### src/hw/clt_params.svh
// Constants for the co-directional line timing and loopback channel
`ifndef CLT_PARAMS_SVH
`define CLT_PARAMS_SVH

// System clock and fixed line rate (no configurable rate applies)
`define CLT_CLK_HZ      50000000
`define CLT_LINE_BPS    64000
`define CLT_OCTET_HZ    8000
// Bit period in clock cycles, rounded down: 781
`define CLT_BIT_CYC     (`CLT_CLK_HZ / `CLT_LINE_BPS)
`define CLT_HALF_CYC    (`CLT_BIT_CYC / 2)
`define CLT_CNT_W       10
// Bits per octet; the marked bit is the last one (LSB, bit 8)
`define CLT_OCT_BITS    (`CLT_LINE_BPS / `CLT_OCTET_HZ)
`define CLT_OCT_LAST    3'h7

// Positions in the synchronised pin vector
`define CLT_PIN_OCT     0
`define CLT_PIN_SWA     1
`define CLT_PIN_SWB     2
`define CLT_PIN_RXD     3
`define CLT_PIN_RXC     4
`define CLT_PIN_N       5

// Reset values: multiplexer defaults, octet timing on
`define CLT_RST_OCT_EN  1'b1

`endif

### src/hw/clt_pkg.sv
// Types shared by the line timing and loopback channel
package clt_pkg;

  // Operating modes selected by the two mode switches
  typedef enum logic [1:0] {
    CLT_LOOP_TIMING,
    CLT_INT_TIMING,
    CLT_MIN_REMOTE_LB,
    CLT_DUAL_LB
  } clt_mode_type;

  // One line-side transmit sample: timing level and data bit
  typedef struct packed {
    logic clk;
    logic data;
  } clt_line_type;

  // One bit toward the internal Manchester transmitter
  typedef struct packed {
    logic octet;
    logic data;
  } clt_word_type;

endpackage

### src/hw/clt_buf2.sv
// Two-entry buffer with valid and ready on both sides
`timescale 1ns/1ps
module clt_buf2
  import clt_pkg::*;
(
  input  wire logic         clk,
  input  wire logic         sys_rst,
  input  wire logic         in_valid,
  input  wire clt_word_type in_data,
  output logic              in_ready,
  output logic              out_valid,
  output clt_word_type      out_data,
  input  wire logic         out_ready
);

  logic         main_v_q;
  logic         skid_v_q;
  clt_word_type skid_q;
  wire          take = in_valid && in_ready;
  wire          give = out_valid && out_ready;

  // Outputs come straight from flops; skid slot catches the stalled word
  assign in_ready  = !skid_v_q;
  assign out_valid = main_v_q;

  always_ff @(posedge clk or posedge sys_rst) begin
    if (sys_rst) begin
      main_v_q <= 1'b0;
      skid_v_q <= 1'b0;
      out_data <= '0;
      skid_q   <= '0;
    end else if (!main_v_q || give) begin
      main_v_q <= skid_v_q || take;
      out_data <= skid_v_q ? skid_q : in_data;
      skid_v_q <= skid_v_q && take;
      if (skid_v_q && take) begin
        skid_q <= in_data;
      end
    end else if (take) begin
      skid_v_q <= 1'b1;
      skid_q   <= in_data;
    end
  end

endmodule

### src/hw/clt_top.sv
// Co-directional 64 kbps line channel: timing selection and loopbacks
//
// Operation
// - With octet timing on in loop or internal timing mode, an 8 kHz marker is raised during bit 8 (LSB) of each octet.
// - Internal timing mode clocks the transmitter from the internal bit counter.
// - Loop timing mode clocks the transmitter from timing recovered off the line.
// - Minimum remote loopback returns the latched, polarity-restored line input to the line.
// - Minimum remote loopback still processes internal-side data, then discards it.
// - Minimum remote loopback keeps forwarding decoded line data to the internal side.
// - Minimum remote loopback returns timing as received; the line side supplies it.
// - Dual loopback sends internal receiver data straight back to the internal transmitter.
// - Dual loopback sends line receiver data straight back to the line transmitter.
// - Dual loopback rebuilds each loop on its own recovered timing; both sides need sources.
// - The default state is octet timing on with loop timing mode.
// - The octet switch off disables octet timing; on selects 8 kHz octet timing.
// - Mode switches decode: off/off loop, a only internal, b only min loopback, both dual.
// - The line rate is fixed at 64 kbps regardless of any rate setting.
`timescale 1ns/1ps
`include "clt_params.svh"
module clt_top
  import clt_pkg::*;
(
  input  wire logic   clk,
  input  wire logic   sys_rst,
  input  wire logic   octet_timing_switch,
  input  wire logic   mode_select_switch_a,
  input  wire logic   mode_select_switch_b,
  input  wire logic   line_rx_bit,
  input  wire logic   line_rx_clk,
  input  wire logic   line_rx_pol_inv,
  input  wire logic   dm_rx_valid,
  input  wire logic   dm_rx_bit,
  input  wire logic   dm_tx_ready,
  output logic        dm_tx_valid,
  output clt_word_type dm_tx_word,
  output clt_line_type line_tx,
  output logic        octet_marker,
  output clt_mode_type mode,
  output logic        octet_enable,
  output logic        dm_overrun
);

  // Mode decode, shared by the logic and its checks
  function automatic clt_mode_type clt_decode(input logic a, input logic b);
    clt_decode = b ? (a ? CLT_DUAL_LB : CLT_MIN_REMOTE_LB)
                   : (a ? CLT_INT_TIMING : CLT_LOOP_TIMING);
  endfunction

  logic [`CLT_PIN_N-1:0] pin_vec;
  logic [`CLT_PIN_N-1:0] s1_q;
  logic [`CLT_PIN_N-1:0] s2_q;
  logic [`CLT_PIN_N-1:0] s3_q;
  logic [`CLT_PIN_N-1:0] lvl_q;
  logic                  rxc_prev_q;
  logic [`CLT_CNT_W-1:0] int_cnt_q;
  logic [2:0]            oct_cnt_q;
  logic                  dm_hold_q;
  logic                  buf_in_ready;

  assign pin_vec = {line_rx_clk, line_rx_bit, mode_select_switch_b,
                    mode_select_switch_a, octet_timing_switch};

  // Three-stage synchronisers; a level counts once stages two and three agree
  genvar gi;
  generate
    for (gi = 0; gi < `CLT_PIN_N; gi++) begin : g_sync
      always_ff @(posedge clk or posedge sys_rst) begin
        if (sys_rst) begin
          s1_q[gi]  <= 1'b0;
          s2_q[gi]  <= 1'b0;
          s3_q[gi]  <= 1'b0;
          lvl_q[gi] <= 1'b0;
        end else begin
          s1_q[gi]  <= pin_vec[gi];
          s2_q[gi]  <= s1_q[gi];
          s3_q[gi]  <= s2_q[gi];
          lvl_q[gi] <= (s2_q[gi] == s3_q[gi]) ? s3_q[gi] : lvl_q[gi];
        end
      end
    end
  endgenerate

  // Named decode and selection terms
  wire          sw_a      = lvl_q[`CLT_PIN_SWA];
  wire          sw_b      = lvl_q[`CLT_PIN_SWB];
  wire          rx_data   = lvl_q[`CLT_PIN_RXD] ^ line_rx_pol_inv;
  wire          rx_clk    = lvl_q[`CLT_PIN_RXC];
  wire          rx_rise   = rx_clk && !rxc_prev_q;
  wire          int_tick  = (int_cnt_q == `CLT_CNT_W'(`CLT_BIT_CYC - 1));
  wire          timing_md = (mode == CLT_LOOP_TIMING) || (mode == CLT_INT_TIMING);
  // Internal counter only in internal mode; every other mode follows the line
  wire          tx_tick   = (mode == CLT_INT_TIMING) ? int_tick : rx_rise;
  wire          int_clk   = (int_cnt_q < `CLT_CNT_W'(`CLT_HALF_CYC));
  wire [2:0]    oct_nxt   = (oct_cnt_q == `CLT_OCT_LAST) ? 3'h0 : oct_cnt_q + 3'h1;
  wire          dual      = (mode == CLT_DUAL_LB);
  // Toward the internal side: line data, or in dual loopback its own data
  wire          buf_in_v  = dual ? dm_rx_valid : rx_rise;
  clt_word_type buf_in_w;
  assign buf_in_w = '{octet: octet_enable && timing_md && (oct_cnt_q == `CLT_OCT_LAST),
                      data:  dual ? dm_rx_bit : rx_data};

  // Mode and octet enable follow the switches; reset gives mux defaults
  always_ff @(posedge clk or posedge sys_rst) begin
    if (sys_rst) begin
      mode         <= CLT_LOOP_TIMING;
      octet_enable <= `CLT_RST_OCT_EN;
      rxc_prev_q   <= 1'b0;
    end else begin
      mode         <= clt_decode(sw_a, sw_b);
      octet_enable <= lvl_q[`CLT_PIN_OCT];
      rxc_prev_q   <= rx_clk;
    end
  end

  // Free-running internal bit timer at the fixed line rate
  always_ff @(posedge clk or posedge sys_rst) begin
    if (sys_rst) begin
      int_cnt_q <= '0;
    end else begin
      int_cnt_q <= int_tick ? '0 : int_cnt_q + `CLT_CNT_W'(1);
    end
  end

  // Internal-side data is always captured, even when the line ignores it
  always_ff @(posedge clk or posedge sys_rst) begin
    if (sys_rst) begin
      dm_hold_q <= 1'b0;
    end else if (dm_rx_valid) begin
      dm_hold_q <= dm_rx_bit;
    end
  end

  // Octet position counter and the bit-8 marker
  always_ff @(posedge clk or posedge sys_rst) begin
    if (sys_rst) begin
      oct_cnt_q    <= '0;
      octet_marker <= 1'b0;
    end else if (!octet_enable || !timing_md) begin
      oct_cnt_q    <= '0;
      octet_marker <= 1'b0;
    end else if (tx_tick) begin
      oct_cnt_q    <= oct_nxt;
      octet_marker <= (oct_nxt == `CLT_OCT_LAST);
    end
  end

  // Line transmitter: source and timing per mode
  always_ff @(posedge clk or posedge sys_rst) begin
    if (sys_rst) begin
      line_tx <= '0;
    end else begin
      case (mode)
        CLT_MIN_REMOTE_LB: begin
          // Latched input straight back, no retiming, any rate
          line_tx.data <= rx_data;
          line_tx.clk  <= rx_clk;
        end
        CLT_DUAL_LB: begin
          line_tx.clk <= rx_clk;
          if (rx_rise) begin
            line_tx.data <= rx_data;
          end
        end
        CLT_INT_TIMING: begin
          line_tx.clk <= int_clk;
          if (tx_tick) begin
            line_tx.data <= dm_hold_q;
          end
        end
        default: begin
          line_tx.clk <= rx_clk;
          if (tx_tick) begin
            line_tx.data <= dm_hold_q;
          end
        end
      endcase
    end
  end

  // A word arriving while the buffer is full cannot stall the line; flag it
  always_ff @(posedge clk or posedge sys_rst) begin
    if (sys_rst) begin
      dm_overrun <= 1'b0;
    end else if (buf_in_v && !buf_in_ready) begin
      dm_overrun <= 1'b1;
    end
  end

  // Buffer toward the internal Manchester transmitter
  clt_buf2 i_clt_buf2 (
    .clk       (clk),
    .sys_rst   (sys_rst),
    .in_valid  (buf_in_v),
    .in_data   (buf_in_w),
    .in_ready  (buf_in_ready),
    .out_valid (dm_tx_valid),
    .out_data  (dm_tx_word),
    .out_ready (dm_tx_ready)
  );
endmodule

### config.mk
export PLATFORM = sky130hd
export DESIGN_NAME = clt_top
export DESIGN_NICKNAME = d
export VERILOG_FILES = /design/src/hw/clt_pkg.sv /design/src/hw/clt_buf2.sv /design/src/hw/clt_top.sv
export VERILOG_INCLUDE_DIRS = /design/src /design/src/hw
export SDC_FILE = /design/constraint.sdc
export NUM_CORES = 1
export LEC_CHECK = 0
export BUFFER_PORTS_ARGS = -buffer_cell sky130_fd_sc_hd__buf_2
export CELL_PAD_IN_SITES_DETAIL_PLACEMENT = 1
export CELL_PAD_IN_SITES_GLOBAL_PLACEMENT = 1
export CORE_MARGIN = 2
export CORE_UTILIZATION = 25
export CTS_CLUSTER_SIZE = 14
export DETAILED_ROUTE_END_ITERATION = 8
export PLACE_DENSITY = 0.48
export REMOVE_ABC_BUFFERS = 1
export SLEW_MARGIN = 0
export SYNTH_ARGS = -nofsm -noshare
export SYNTH_HDL_FRONTEND = slang
export SYNTH_SLANG_ARGS = --single-unit
### constraint.sdc
create_clock -name clk -period 2.12 [get_ports clk]
set_clock_uncertainty 0.15 [all_clocks]
set_input_delay 0.318 -clock clk [delete_from_list [all_inputs] [get_ports clk]]
set_output_delay 0.318 -clock clk [all_outputs]
set_load 0.02 [all_outputs]
* Yosys cells after proc, flatten, opt, wreduce, memory -nomap -nowiden
Cells that the tools add are included.
** Storage, ports and cells
- Flip-flop bits (word level) :: 48
- Bits in latches :: 0
- Memory bits (writable) :: 0
- Bits in read-only memories :: 0
- Input port bits :: 11
- Output and inout port bits :: 10
- Logic and storage cells :: 94
- Memories kept :: 0
** Cells by class
- Add/subtract/negate cells :: 2
- $mul :: 0
- Divide/modulo/power cells :: 0
- Magnitude comparators :: 1
- Equal/unequal tests :: 13
- Shift operators :: 0
- Muxes and demuxes :: 21
- Bitwise gates (word level) :: 1
- Reduce and logical (&&, ||, !) cells :: 20
** Operator list (number)
- $mux 1 :: 11
- $add 10x1->10 const B :: 1
- $eq 10x10->1 const B :: 1
- $lt 10x9->1 const B :: 1
- $mux 10 :: 1
- $mux 2 :: 5
- $mux 3 :: 3
- $logic_and 1x1->1 :: 7
- $eq 3x3->1 const B :: 2
- $pmux 2 s3 :: 1
- $eq 1x1->1 :: 5
- $logic_not 1->1 :: 5
- $eq 2x2->1 const B :: 2
- $logic_or 1x1->1 :: 4
- $ne 2x2->1 const B :: 2
- $reduce_bool 2->1 :: 2
- $add 3x1->3 const B :: 1
- $eq 2x1->1 const B :: 1
- $logic_not 2->1 :: 1
- $reduce_and 2->1 :: 1
- $xor 1x1->1 :: 1

* Logic depth before layout (Yosys ltp)
Gate-level depths: netlist (run 1).
- Depth after elaboration :: 7
- Mapped depth :: 7
- Gate-level depth less buffers :: 6

* By module
Synthesis (run 1) repeated with hierarchy kept, for this count alone.
** Second synthesis, totals
- Cells, all modules :: 150
- Area, all modules :: 1923.1 sq um
** By module, submodules not included
- clt_top :: times used 1, cells each 131, area an instance 1647.8 sq um, sequential area each 1052.3 sq um
- clt_buf2 :: times used 1, cells each 19, area an instance 275.3 sq um, sequential area each 150.1 sq um

* Least setup slack after synthesis (run 1)
Ideal clock, no wire load.
- Kind :: register to register
- From :: register mode[1]
- To :: register oct_cnt_q[0]
- Library setup time :: 73 ps
- Data arrival time :: 1763 ps
- Data required time :: 1897 ps
- Slack :: 134 ps
- Cell stages (with the launch flop) :: 6
- Path buffers :: 1
- Clock period less this slack :: 1986 ps
- Cell sequence :: dfrtp_1 -> nand2b_2 -> or4_1 -> buf_2 -> a211o_1 -> a21oi_2
** Between the ends
- Cells in the longest elaborated chain, start to end :: 5
- Elaborated cells between the ends (all ways) :: 8
- Classes of those cells :: eq/ne (1); mux (2); reduce/logical (5)
** Ends and longest elaborated chain
- from (decl) :: line clt_top.sv:38 : output clt_mode_type mode,
- from (signal assigned) :: line clt_top.sv:109 : mode <= clt_decode(sw_a, sw_b);
- $eq 2x1->1 / $logic_not 2->1 (equally long branches) :: line clt_top.sv:90, clt_top.sv:92
- $logic_or 1x1->1 :: line clt_top.sv:90 : wire timing_md = (mode == CLT_LOOP_TIMING) || (mode == CLT_INT_TIMING);
- $logic_not 1->1 :: line clt_top.sv:138 : end else if (!octet_enable || !timing_md) begin
- $logic_or 1x1->1 :: line clt_top.sv:138
- $mux 3 / $reduce_bool 2->1 (equally long branches)
- to (signal assigned) :: line clt_top.sv:142 : oct_cnt_q <= oct_nxt;
- to (decl) :: line clt_top.sv:56 : logic [2:0] oct_cnt_q;
Parallel ways exist; a longest one is shown, timed or not.
A chain may end at the register's enable or synchronous reset.

* Worst setup path after layout (run 1)
- From :: register int_cnt_q[0]
- To :: register oct_cnt_q[0]
** Between the ends
- Cells in the longest elaborated chain, start to end :: 3
** Ends and longest elaborated chain
- from (decl) :: line clt_top.sv:55 : logic [`CLT_CNT_W-1:0] int_cnt_q;
- from (signal assigned) :: line clt_top.sv:120 : int_cnt_q <= int_tick ? '0 : int_cnt_q + `CLT_CNT_W'(1);
- $eq 10x10->1 :: line clt_top.sv:89 : wire int_tick = (int_cnt_q == `CLT_CNT_W'(`CLT_BIT_CYC - 1));
- $mux 1 :: line clt_top.sv:92 : wire tx_tick = (mode == CLT_INT_TIMING) ? int_tick : rx_rise;
- $reduce_bool 2->1 (no source line)
No other way between the ends.

==> out/metrics.cfg, run 1 <==
[cts]
clock_transition_at_path_regs_ps=100
cts_tree=done
cts_sinks=48
clk_root_buffer_cell=sky130_fd_sc_hd__clkbuf_8
tritoncts.num_buffers=5
cts-htree-levels=2
clkLatencyLatePin_ps=310
clk_path_buf_depth=2

[yosys]
syn-instance-count=148
yosysUniqueCellTypes=35
async_flop_share_pct=100
most_common_library_cells_after_synthesis=sky130_fd_sc_hd__dfrtp_1, sky130_fd_sc_hd__nand2_1, sky130_fd_sc_hd__nor2_1
ys.flop_type=sky130_fd_sc_hd__dfrtp_1
synth_sequential_area_ratio_pct=64.6
postSynthAreaPerCell_sq_um=12.6
area_contributors_post_synth=sky130_fd_sc_hd__dfrtp_1, sky130_fd_sc_hd__ha_1, sky130_fd_sc_hd__nand2_1
synth_area_leader_cell=sky130_fd_sc_hd__dfrtp_1
synthesized_cell_area_sq_mm=0.00186
most_frequent_cell_after_synthesis=sky130_fd_sc_hd__dfrtp_1
synth.ff_latch_count=48
synthesis.yosys.warnings=0
area_share_of_the_largest_cell_type_after_synthesis_pct=63.2
synth_edf_count=0

[floorplan]
horizontal_die_dimension_microns=90.3
fp.dieH_microns=90.3
placement_rows=31
die_area_sq_mm=0.00815
boundaryPins=21
floorplan.initialDensity_pct=25.8
core_area_sq_mm=0.00721

[route]
drt-wirelength-per-cell_microns=12.6
ant_nets=0
drc=0
wirelength_mm=3.59
route.vias.total=1204
detail_route.iter0.violations=27
route.detailed.vias_per_inst=4.21
drtPass1Iterations=4

[grt]
pin_count_of_the_biggest_net_entering_global_routing=24
number_of_antenna_violations_at_the_first_check_in_global_routing=0
grt.total_usage_pct=9.50
met1_routing_resource_usage_after_global_routing_pct=12.7
grt_pass1_wl_mm=6.27
gr_peak_layer=met2
met3_usage_pct=2.67
global_route.overflow_total=0
grt_util_met2_pct=15.1
grt_pass1_vias=1313

[final_layout]
final_layout_size_suffix_gt1_share_pct=24.1
finalCoreUtilization_pct=32.3
antenna_cells=0
layout-area-overhead-vs-synth_pct=25.0
design.final.nets=202

[flow_run]
max_cap_violations=0

[worst_setup_path]
worst-path-max-fanout=8
critical-path-max-stage-delay_ps=560
cp_data_required_time_ps=2220
worst_ep_arrival_time_ps=2070
timing.setup.critical_path_class=flip-flop to flip-flop
worst_path_dominant_cell_family=simple AND/OR/NAND/NOR gates
crit_chain=inv_1 -> ha_1 -> nand4b_1 -> or4_4 -> a211o_1 -> a21oi_2
critical_path.n_buffers_inverters=1
setup.worst_path.start_class=flip-flop
timing.critical_path.slowest_stage_cell=sky130_fd_sc_hd__or4_4
setup.worst_path.end_class=flip-flop

[place]
dp_hpwl_mm=2.64
gpl.final_weighted_congestion=0.736
port-buffer-count=20

[timing]
timing.fmax_mhz=507
timing_worst_slew_pin_value_ps=475
final_period_minus_worst_setup_slack_ps=1970
fin_tns_setup_ps=0
setup_repair_after_global_routing_missed_its_margin=false
post-route-period-util_pct=93.1
final_hold_vios=0
setup_viol=0
final_max_slew_viol_count=0
slew_headroom_pct=68.3

[pwr]
pwr_density_cell_mw_per_mm2=896
power.static_leakage_nw=1.04
vdd_drop_max_uv=352

[hold_path]
hold_path.class=input pin to flip-flop

[run_status]
status=complete, no violations

==> worst paths after layout <==
| path | from | to | slack [ps] | cells after the start |
|---|---|---|---|---|
| setup / recovery | int_cnt_q[0]$_DFF_PP0_ | oct_cnt_q[0]$_DFFE_PP0P_ | 150 | 6 |
| min in group asynchronous | sys_rst | line_tx[0]$_DFFE_PP0P_ | 410 | 3 |
| setup reg to reg | int_cnt_q[0]$_DFF_PP0_ | oct_cnt_q[0]$_DFFE_PP0P_ | 150 | 6 |
| hold reg to reg | s1_q[0]$_DFF_PP0_ | s2_q[0]$_DFF_PP0_ | 200 | 0 |
| hold / removal | dm_rx_bit | dm_hold_q$_DFFE_PP0P_ | 110 | 2 |
| max in group asynchronous | sys_rst | int_cnt_q[5]$_DFF_PP0_ | 800 | 4 |
==> where the power goes <==
part | internal (W) | switching [W]
clock network | 0.000475 | 0.000323
registers | 0.000994 | 0.0000469
logic | 0.000105 | 0.000142
==> cells in the final DEF, fill, tap and decap left out, types with 6 or more instances in the layout <==
cell,netlist,layout
sky130_fd_sc_hd__buf_2,1,20
sky130_fd_sc_hd__buf_4,0,6
sky130_fd_sc_hd__dfrtp_1,47,47
sky130_fd_sc_hd__dlygate4sd3_1,0,6
sky130_fd_sc_hd__nand2_1,16,16
sky130_fd_sc_hd__nand3_1,6,6
sky130_fd_sc_hd__nor2_1,13,13
==> routing by layer <==
metal,vias up,routed length (microns)
met5,-,0
met4,0,33
met2,14,1690
met1,604,1760
met3,4,107
li1,582,-
==> timing repair <==
action,in CTS,in global routing
endpoints found under the setup margin,0,2
setup buffers,0,0
hold endpoints to repair,25,0
hold buffers,6,0
resized for setup,0,1
==> flip-flops by register name (all words and copies together) (netlist names), 2 cells and up <==
signal               cells
i_clt_buf2.skid_q        2
s1_q                     5
mode                     2
i_clt_buf2.out_data      2
oct_cnt_q                3
int_cnt_q               10
lvl_q                    2
s3_q                     5
line_tx                  2
s2_q                     5
==> area by class of cell <==
cell class,instances,area [sq um]
multi-input cells,95,643
well taps,99,124
inverters,4,15.0
clock inverters,3,68.8
fillers,822,4890
clock buffers,5,68.8
flip-flops and latches,48,1200
repair buffers,32,205
==> stage by stage <==
step                hold WS, ps  instance area [sq um]  power [W]  cells  worst slack, ps
finish                      113                   2330    0.00209    286              146
global route                117                   2330    0.00220    286             53.1
CTS                         103                   2320    0.00212    286             35.4
detailed placement          186                   2130    0.00131    272             41.6
global placement            187                   2130    0.00130    272             96.0
floorplan                   181                   1860    0.00121    147              125
==> kinds of logic after synthesis <==
kind of cell | share of synthesized area [%]
simple gates | 14.2
flops | 64.6
compound gates | 6.79
fa+ha+maj | 6.05
xor+xnor | 3.76
mux | 3.56
buf+inv | 1.07
==> worst register-to-register path: stages (launching register included) <==
cell and delay [ps]:
sky130_fd_sc_hd__dfrtp_1 430, sky130_fd_sc_hd__inv_1 80, sky130_fd_sc_hd__ha_1 140, sky130_fd_sc_hd__nand4b_1 120, sky130_fd_sc_hd__or4_4 560, sky130_fd_sc_hd__a211o_1 330, sky130_fd_sc_hd__a21oi_2 110
(Power assumes the default switching activity.)
==> run 2, diff against run 1 <==
ABC_AREA = 1   (was not set)
GPL_ROUTABILITY_DRIVEN = 1   (was not set)
PLACE_DENSITY = 0.49   (was 0.48)
==> run 2 against run 1 <==
Against the previous run:
- wire length grew 3.3%
- first-iteration DRC count grew 78%
- core utilization shrank 0.78 points
- clock-buffer cell count is the same
- via count grew 11%
- worst setup slack gained 300 ps
- final cell count grew 14%
- fmax grew 18%
- global-route usage grew 0.85 points
- die area grew 4.1%
- register-to-register slack gained 300 ps
- cell area grew 2.9%
==> out/metrics.cfg, run 2 <==
[run_status]
status=complete, no violations

[final_layout]
max_reg_flops=10  ; unchanged
final_layout_size_suffix_gt1_share_pct=21.1  ; -3.0 points
finalCoreUtilization_pct=31.5  ; -0.78 points
most_common_cell_after_layout_fill_and_taps_aside=sky130_fd_sc_hd__dfrtp_1
design.final.nets=238  ; +18%
final_cell_mix=sky130_fd_sc_hd__dfrtp_1, sky130_fd_sc_hd__nand2_1, sky130_fd_sc_hd__inv_1
finalInstanceArea_sq_mm=0.00239  ; +2.9%
top_register=int_cnt_q
antenna_cells=0  ; unchanged
nFillCells=888  ; +8.0%
layout-area-overhead-vs-synth_pct=23.3

[floorplan]
core_area_sq_mm=0.00761  ; +5.4%
die_area_sq_mm=0.00849  ; +4.1%
fp.dieH_microns=92.1  ; +2.0%
boundaryPins=21  ; unchanged
horizontal_die_dimension_microns=92.1  ; +2.0%
placement_rows=32  ; +3.2%
floorplan.initialDensity_pct=25.5  ; -0.28 points

[yosys]
largest_family_of_logic_cells_by_synthesized_area=simple AND/OR/NAND/NOR gates
synth-simple-area-share_pct=20.0  ; +5.9 points
area_contributors_post_synth=sky130_fd_sc_hd__dfrtp_1, sky130_fd_sc_hd__nand2_1, sky130_fd_sc_hd__inv_1
syn-instance-count=187  ; +26%
synthesized_cell_area_sq_mm=0.00194  ; +4.3%
synth_area_leader_cell=sky130_fd_sc_hd__dfrtp_1
postSynthAreaPerCell_sq_um=10.4  ; -17%
synth.ff_latch_count=48  ; unchanged
synth.area.mux_share_pct=0.580  ; -3.0 points
synth_sequential_area_ratio_pct=61.9  ; -2.7 points
async_flop_share_pct=100  ; unchanged
synthesis.yosys.warnings=0  ; unchanged
yosys.area_share.xor_xnor_pct=1.35  ; -2.4 points
yosysUniqueCellTypes=28  ; -20%
synth_compound_area_share_pct=5.48  ; -1.3 points
most_common_library_cells_after_synthesis=sky130_fd_sc_hd__dfrtp_1, sky130_fd_sc_hd__nand2_1, sky130_fd_sc_hd__inv_1
ys.flop_type=sky130_fd_sc_hd__dfrtp_1
area_share_of_the_largest_cell_type_after_synthesis_pct=60.6  ; -2.6 points
synth_edf_count=0  ; unchanged
most_frequent_cell_after_synthesis=sky130_fd_sc_hd__dfrtp_1
synth_adder_area_share_pct=5.80  ; -0.25 points

[cts]
cts.repair_timing.setup_buffer_count=0  ; unchanged
clkLatencyLatePin_ps=310  ; about the same
cts-htree-levels=2  ; unchanged
clock_transition_at_path_regs_ps=100  ; about the same
clk_root_buffer_cell=sky130_fd_sc_hd__clkbuf_8
cts_tree=done
cts_sinks=48  ; unchanged
tritoncts.num_buffers=5  ; unchanged
clk_path_buf_depth=2  ; unchanged

[timing]
slew_headroom_pct=74.3  ; +6.0 points
final_max_slew_viol_count=0  ; unchanged
setup_repair_after_global_routing_missed_its_margin=false
post-route-period-util_pct=78.9  ; -14 points
final_hold_vios=0  ; unchanged
timing_worst_slew_pin_value_ps=383  ; -92.0 ps
final_period_minus_worst_setup_slack_ps=1670  ; -301 ps
fin_tns_setup_ps=0  ; unchanged
setup_viol=0  ; unchanged
timing.fmax_mhz=598  ; +18%

[place]
dp_hpwl_mm=2.78  ; +5.3%
dpl_cell_area_sq_mm=0.00220  ; +3.4%
gpl.final_weighted_congestion=0.708  ; -3.9%
port-buffer-count=20  ; unchanged

[grt]
pin_count_of_the_biggest_net_entering_global_routing=26  ; +8.3%
global_route.overflow_total=0  ; unchanged
grt.total_usage_pct=10.3  ; +0.85 points
grt_pass1_vias=1442  ; +9.8%
number_of_antenna_violations_at_the_first_check_in_global_routing=0  ; unchanged
grt_pass1_wl_mm=6.80  ; +8.5%

[worst_setup_path]
reg2regPathDepth=7  ; +1
reg2reg_from=int_cnt_q[0]$_DFF_PP0_
worst_ep_arrival_time_ps=1730  ; -340 ps
setup.worst_path.end_class=flip-flop
cp_data_required_time_ps=2170  ; -50 ps
rr_endpoint=int_cnt_q[7]$_DFF_PP0_
setup_slack_of_the_worst_register_to_register_path_ps=450  ; +300 ps
worst-path-max-fanout=6  ; -2
setup.worst_path.start_class=flip-flop
timing.setup.critical_path_class=flip-flop to flip-flop

[pwr]
pwr_density_cell_mw_per_mm2=885  ; -1.3%
pwr_total_w=0.00212  ; +1.6%
vdd_drop_max_uv=301  ; -15%
power.static_leakage_nw=1.16  ; +12%

[route]
wirelength_mm=3.71  ; +3.3%
ant_nets=0  ; unchanged
detail_route.iter0.violations=48  ; +78%
drtPass1Iterations=3  ; -1
route.vias.total=1342  ; +11%
drt-wirelength-per-cell_microns=11.4  ; -9.1%
route.detailed.vias_per_inst=4.13  ; -1.9%
drc=0  ; unchanged

[hold_path]
hold_path.class=input pin to flip-flop
min-delay-start=dm_rx_valid
hold_depth=3  ; +1
min_to=dm_hold_q$_DFFE_PP0P_

[flow_run]
max_cap_violations=0  ; unchanged

run 2: cell types whose count changed in the layout (fill, tap and decap cells not counted), sizes merged, moves of 2 or more:
cell	previous run	this run
nand2b	4	0
nand3	6	12
xor2	5	2
nand2	16	39
nor2b	3	0
a211o	2	0
inv	5	26
xnor2	3	1
buf	26	22
mux2	5	1
a31oi	2	0
a21oi	4	7
o21ai	3	10
nor2	13	23
run 2: how the worst max path moves through the flow:
stage               slack [ps]                   start                endpoint  cells past startpoint
floorplan                  510                 sys_rst   dm_hold_q$_DFFE_PP0P_                      1
global placement           510  int_cnt_q[0]$_DFF_PP0_  int_cnt_q[7]$_DFF_PP0_                      7
detailed placement         450  int_cnt_q[0]$_DFF_PP0_  int_cnt_q[7]$_DFF_PP0_                      7
CTS                        450  int_cnt_q[0]$_DFF_PP0_  int_cnt_q[7]$_DFF_PP0_                      7
global route               290  int_cnt_q[0]$_DFF_PP0_  int_cnt_q[7]$_DFF_PP0_                      7
finish                     450  int_cnt_q[0]$_DFF_PP0_  int_cnt_q[7]$_DFF_PP0_                      7
run 2: cell families after synthesis:
| family | count (synthesis) |
|---|---|
| buffers and inverters | 25 |
| multiplexers | 1 |
| adder cells (fa/ha/maj) | 10 |
| AO/OA/AOI/OAI | 19 |
| XOR/XNOR | 3 |
| flip-flops | 48 |
| AND/OR/NAND/NOR | 81 |
run 2: timing repair:
item                      4_1_cts  5_1_grt
hold endpoints to repair       16        0
hold buffers                    6        0
resized for setup               0        0
run 2: per-stage QoR:
step	hold slack, ps	cells	setup slack, ps
after global routing	73.1	325	286
after detailed placement	141	311	446
after floorplan	181	187	509
after CTS	62.7	325	445
after global placement	136	311	511
final	69.3	325	447
run 2: area by class of cell:
cell class | instances | area (sq um) | share of cell area (%)
Clock buffer | 5 | 68.8 | 2.87
Tap cell | 102 | 128 | 5.33
Multi-Input combinational cell | 114 | 646 | 27.0
Sequential cell | 48 | 1200 | 50.2
Clock inverter | 3 | 68.8 | 2.87
Timing Repair Buffer | 28 | 188 | 7.84
Inverter | 25 | 93.8 | 3.92
run 2: critical path: stages (launching register included):
cell                      delay, ps
sky130_fd_sc_hd__dfrtp_1        440
sky130_fd_sc_hd__inv_1          100
sky130_fd_sc_hd__ha_1           160
sky130_fd_sc_hd__nand2_1        100
sky130_fd_sc_hd__nor4_4         420
sky130_fd_sc_hd__a21oi_1         70
sky130_fd_sc_hd__o21ai_1         90
sky130_fd_sc_hd__inv_1           50
run 2: power breakdown:
part / internal, W / switching [W] / leakage, nW
clock network: 0.000475 / 0.000331 / 0.0687
registers: 0.00100 / 0.0000509 / 0.579
logic: 0.0000992 / 0.000160 / 0.513
total: 0.00158 / 0.000542 / 1.16
run 2: metal layers:
layer,track usage [%],wire [microns],share of wire (%)
met2,15.8,1690,45
met1,13.9,1830,49
met4,4.10,68,1.8
met3,2.79,120,3.2
met5,0,0,0
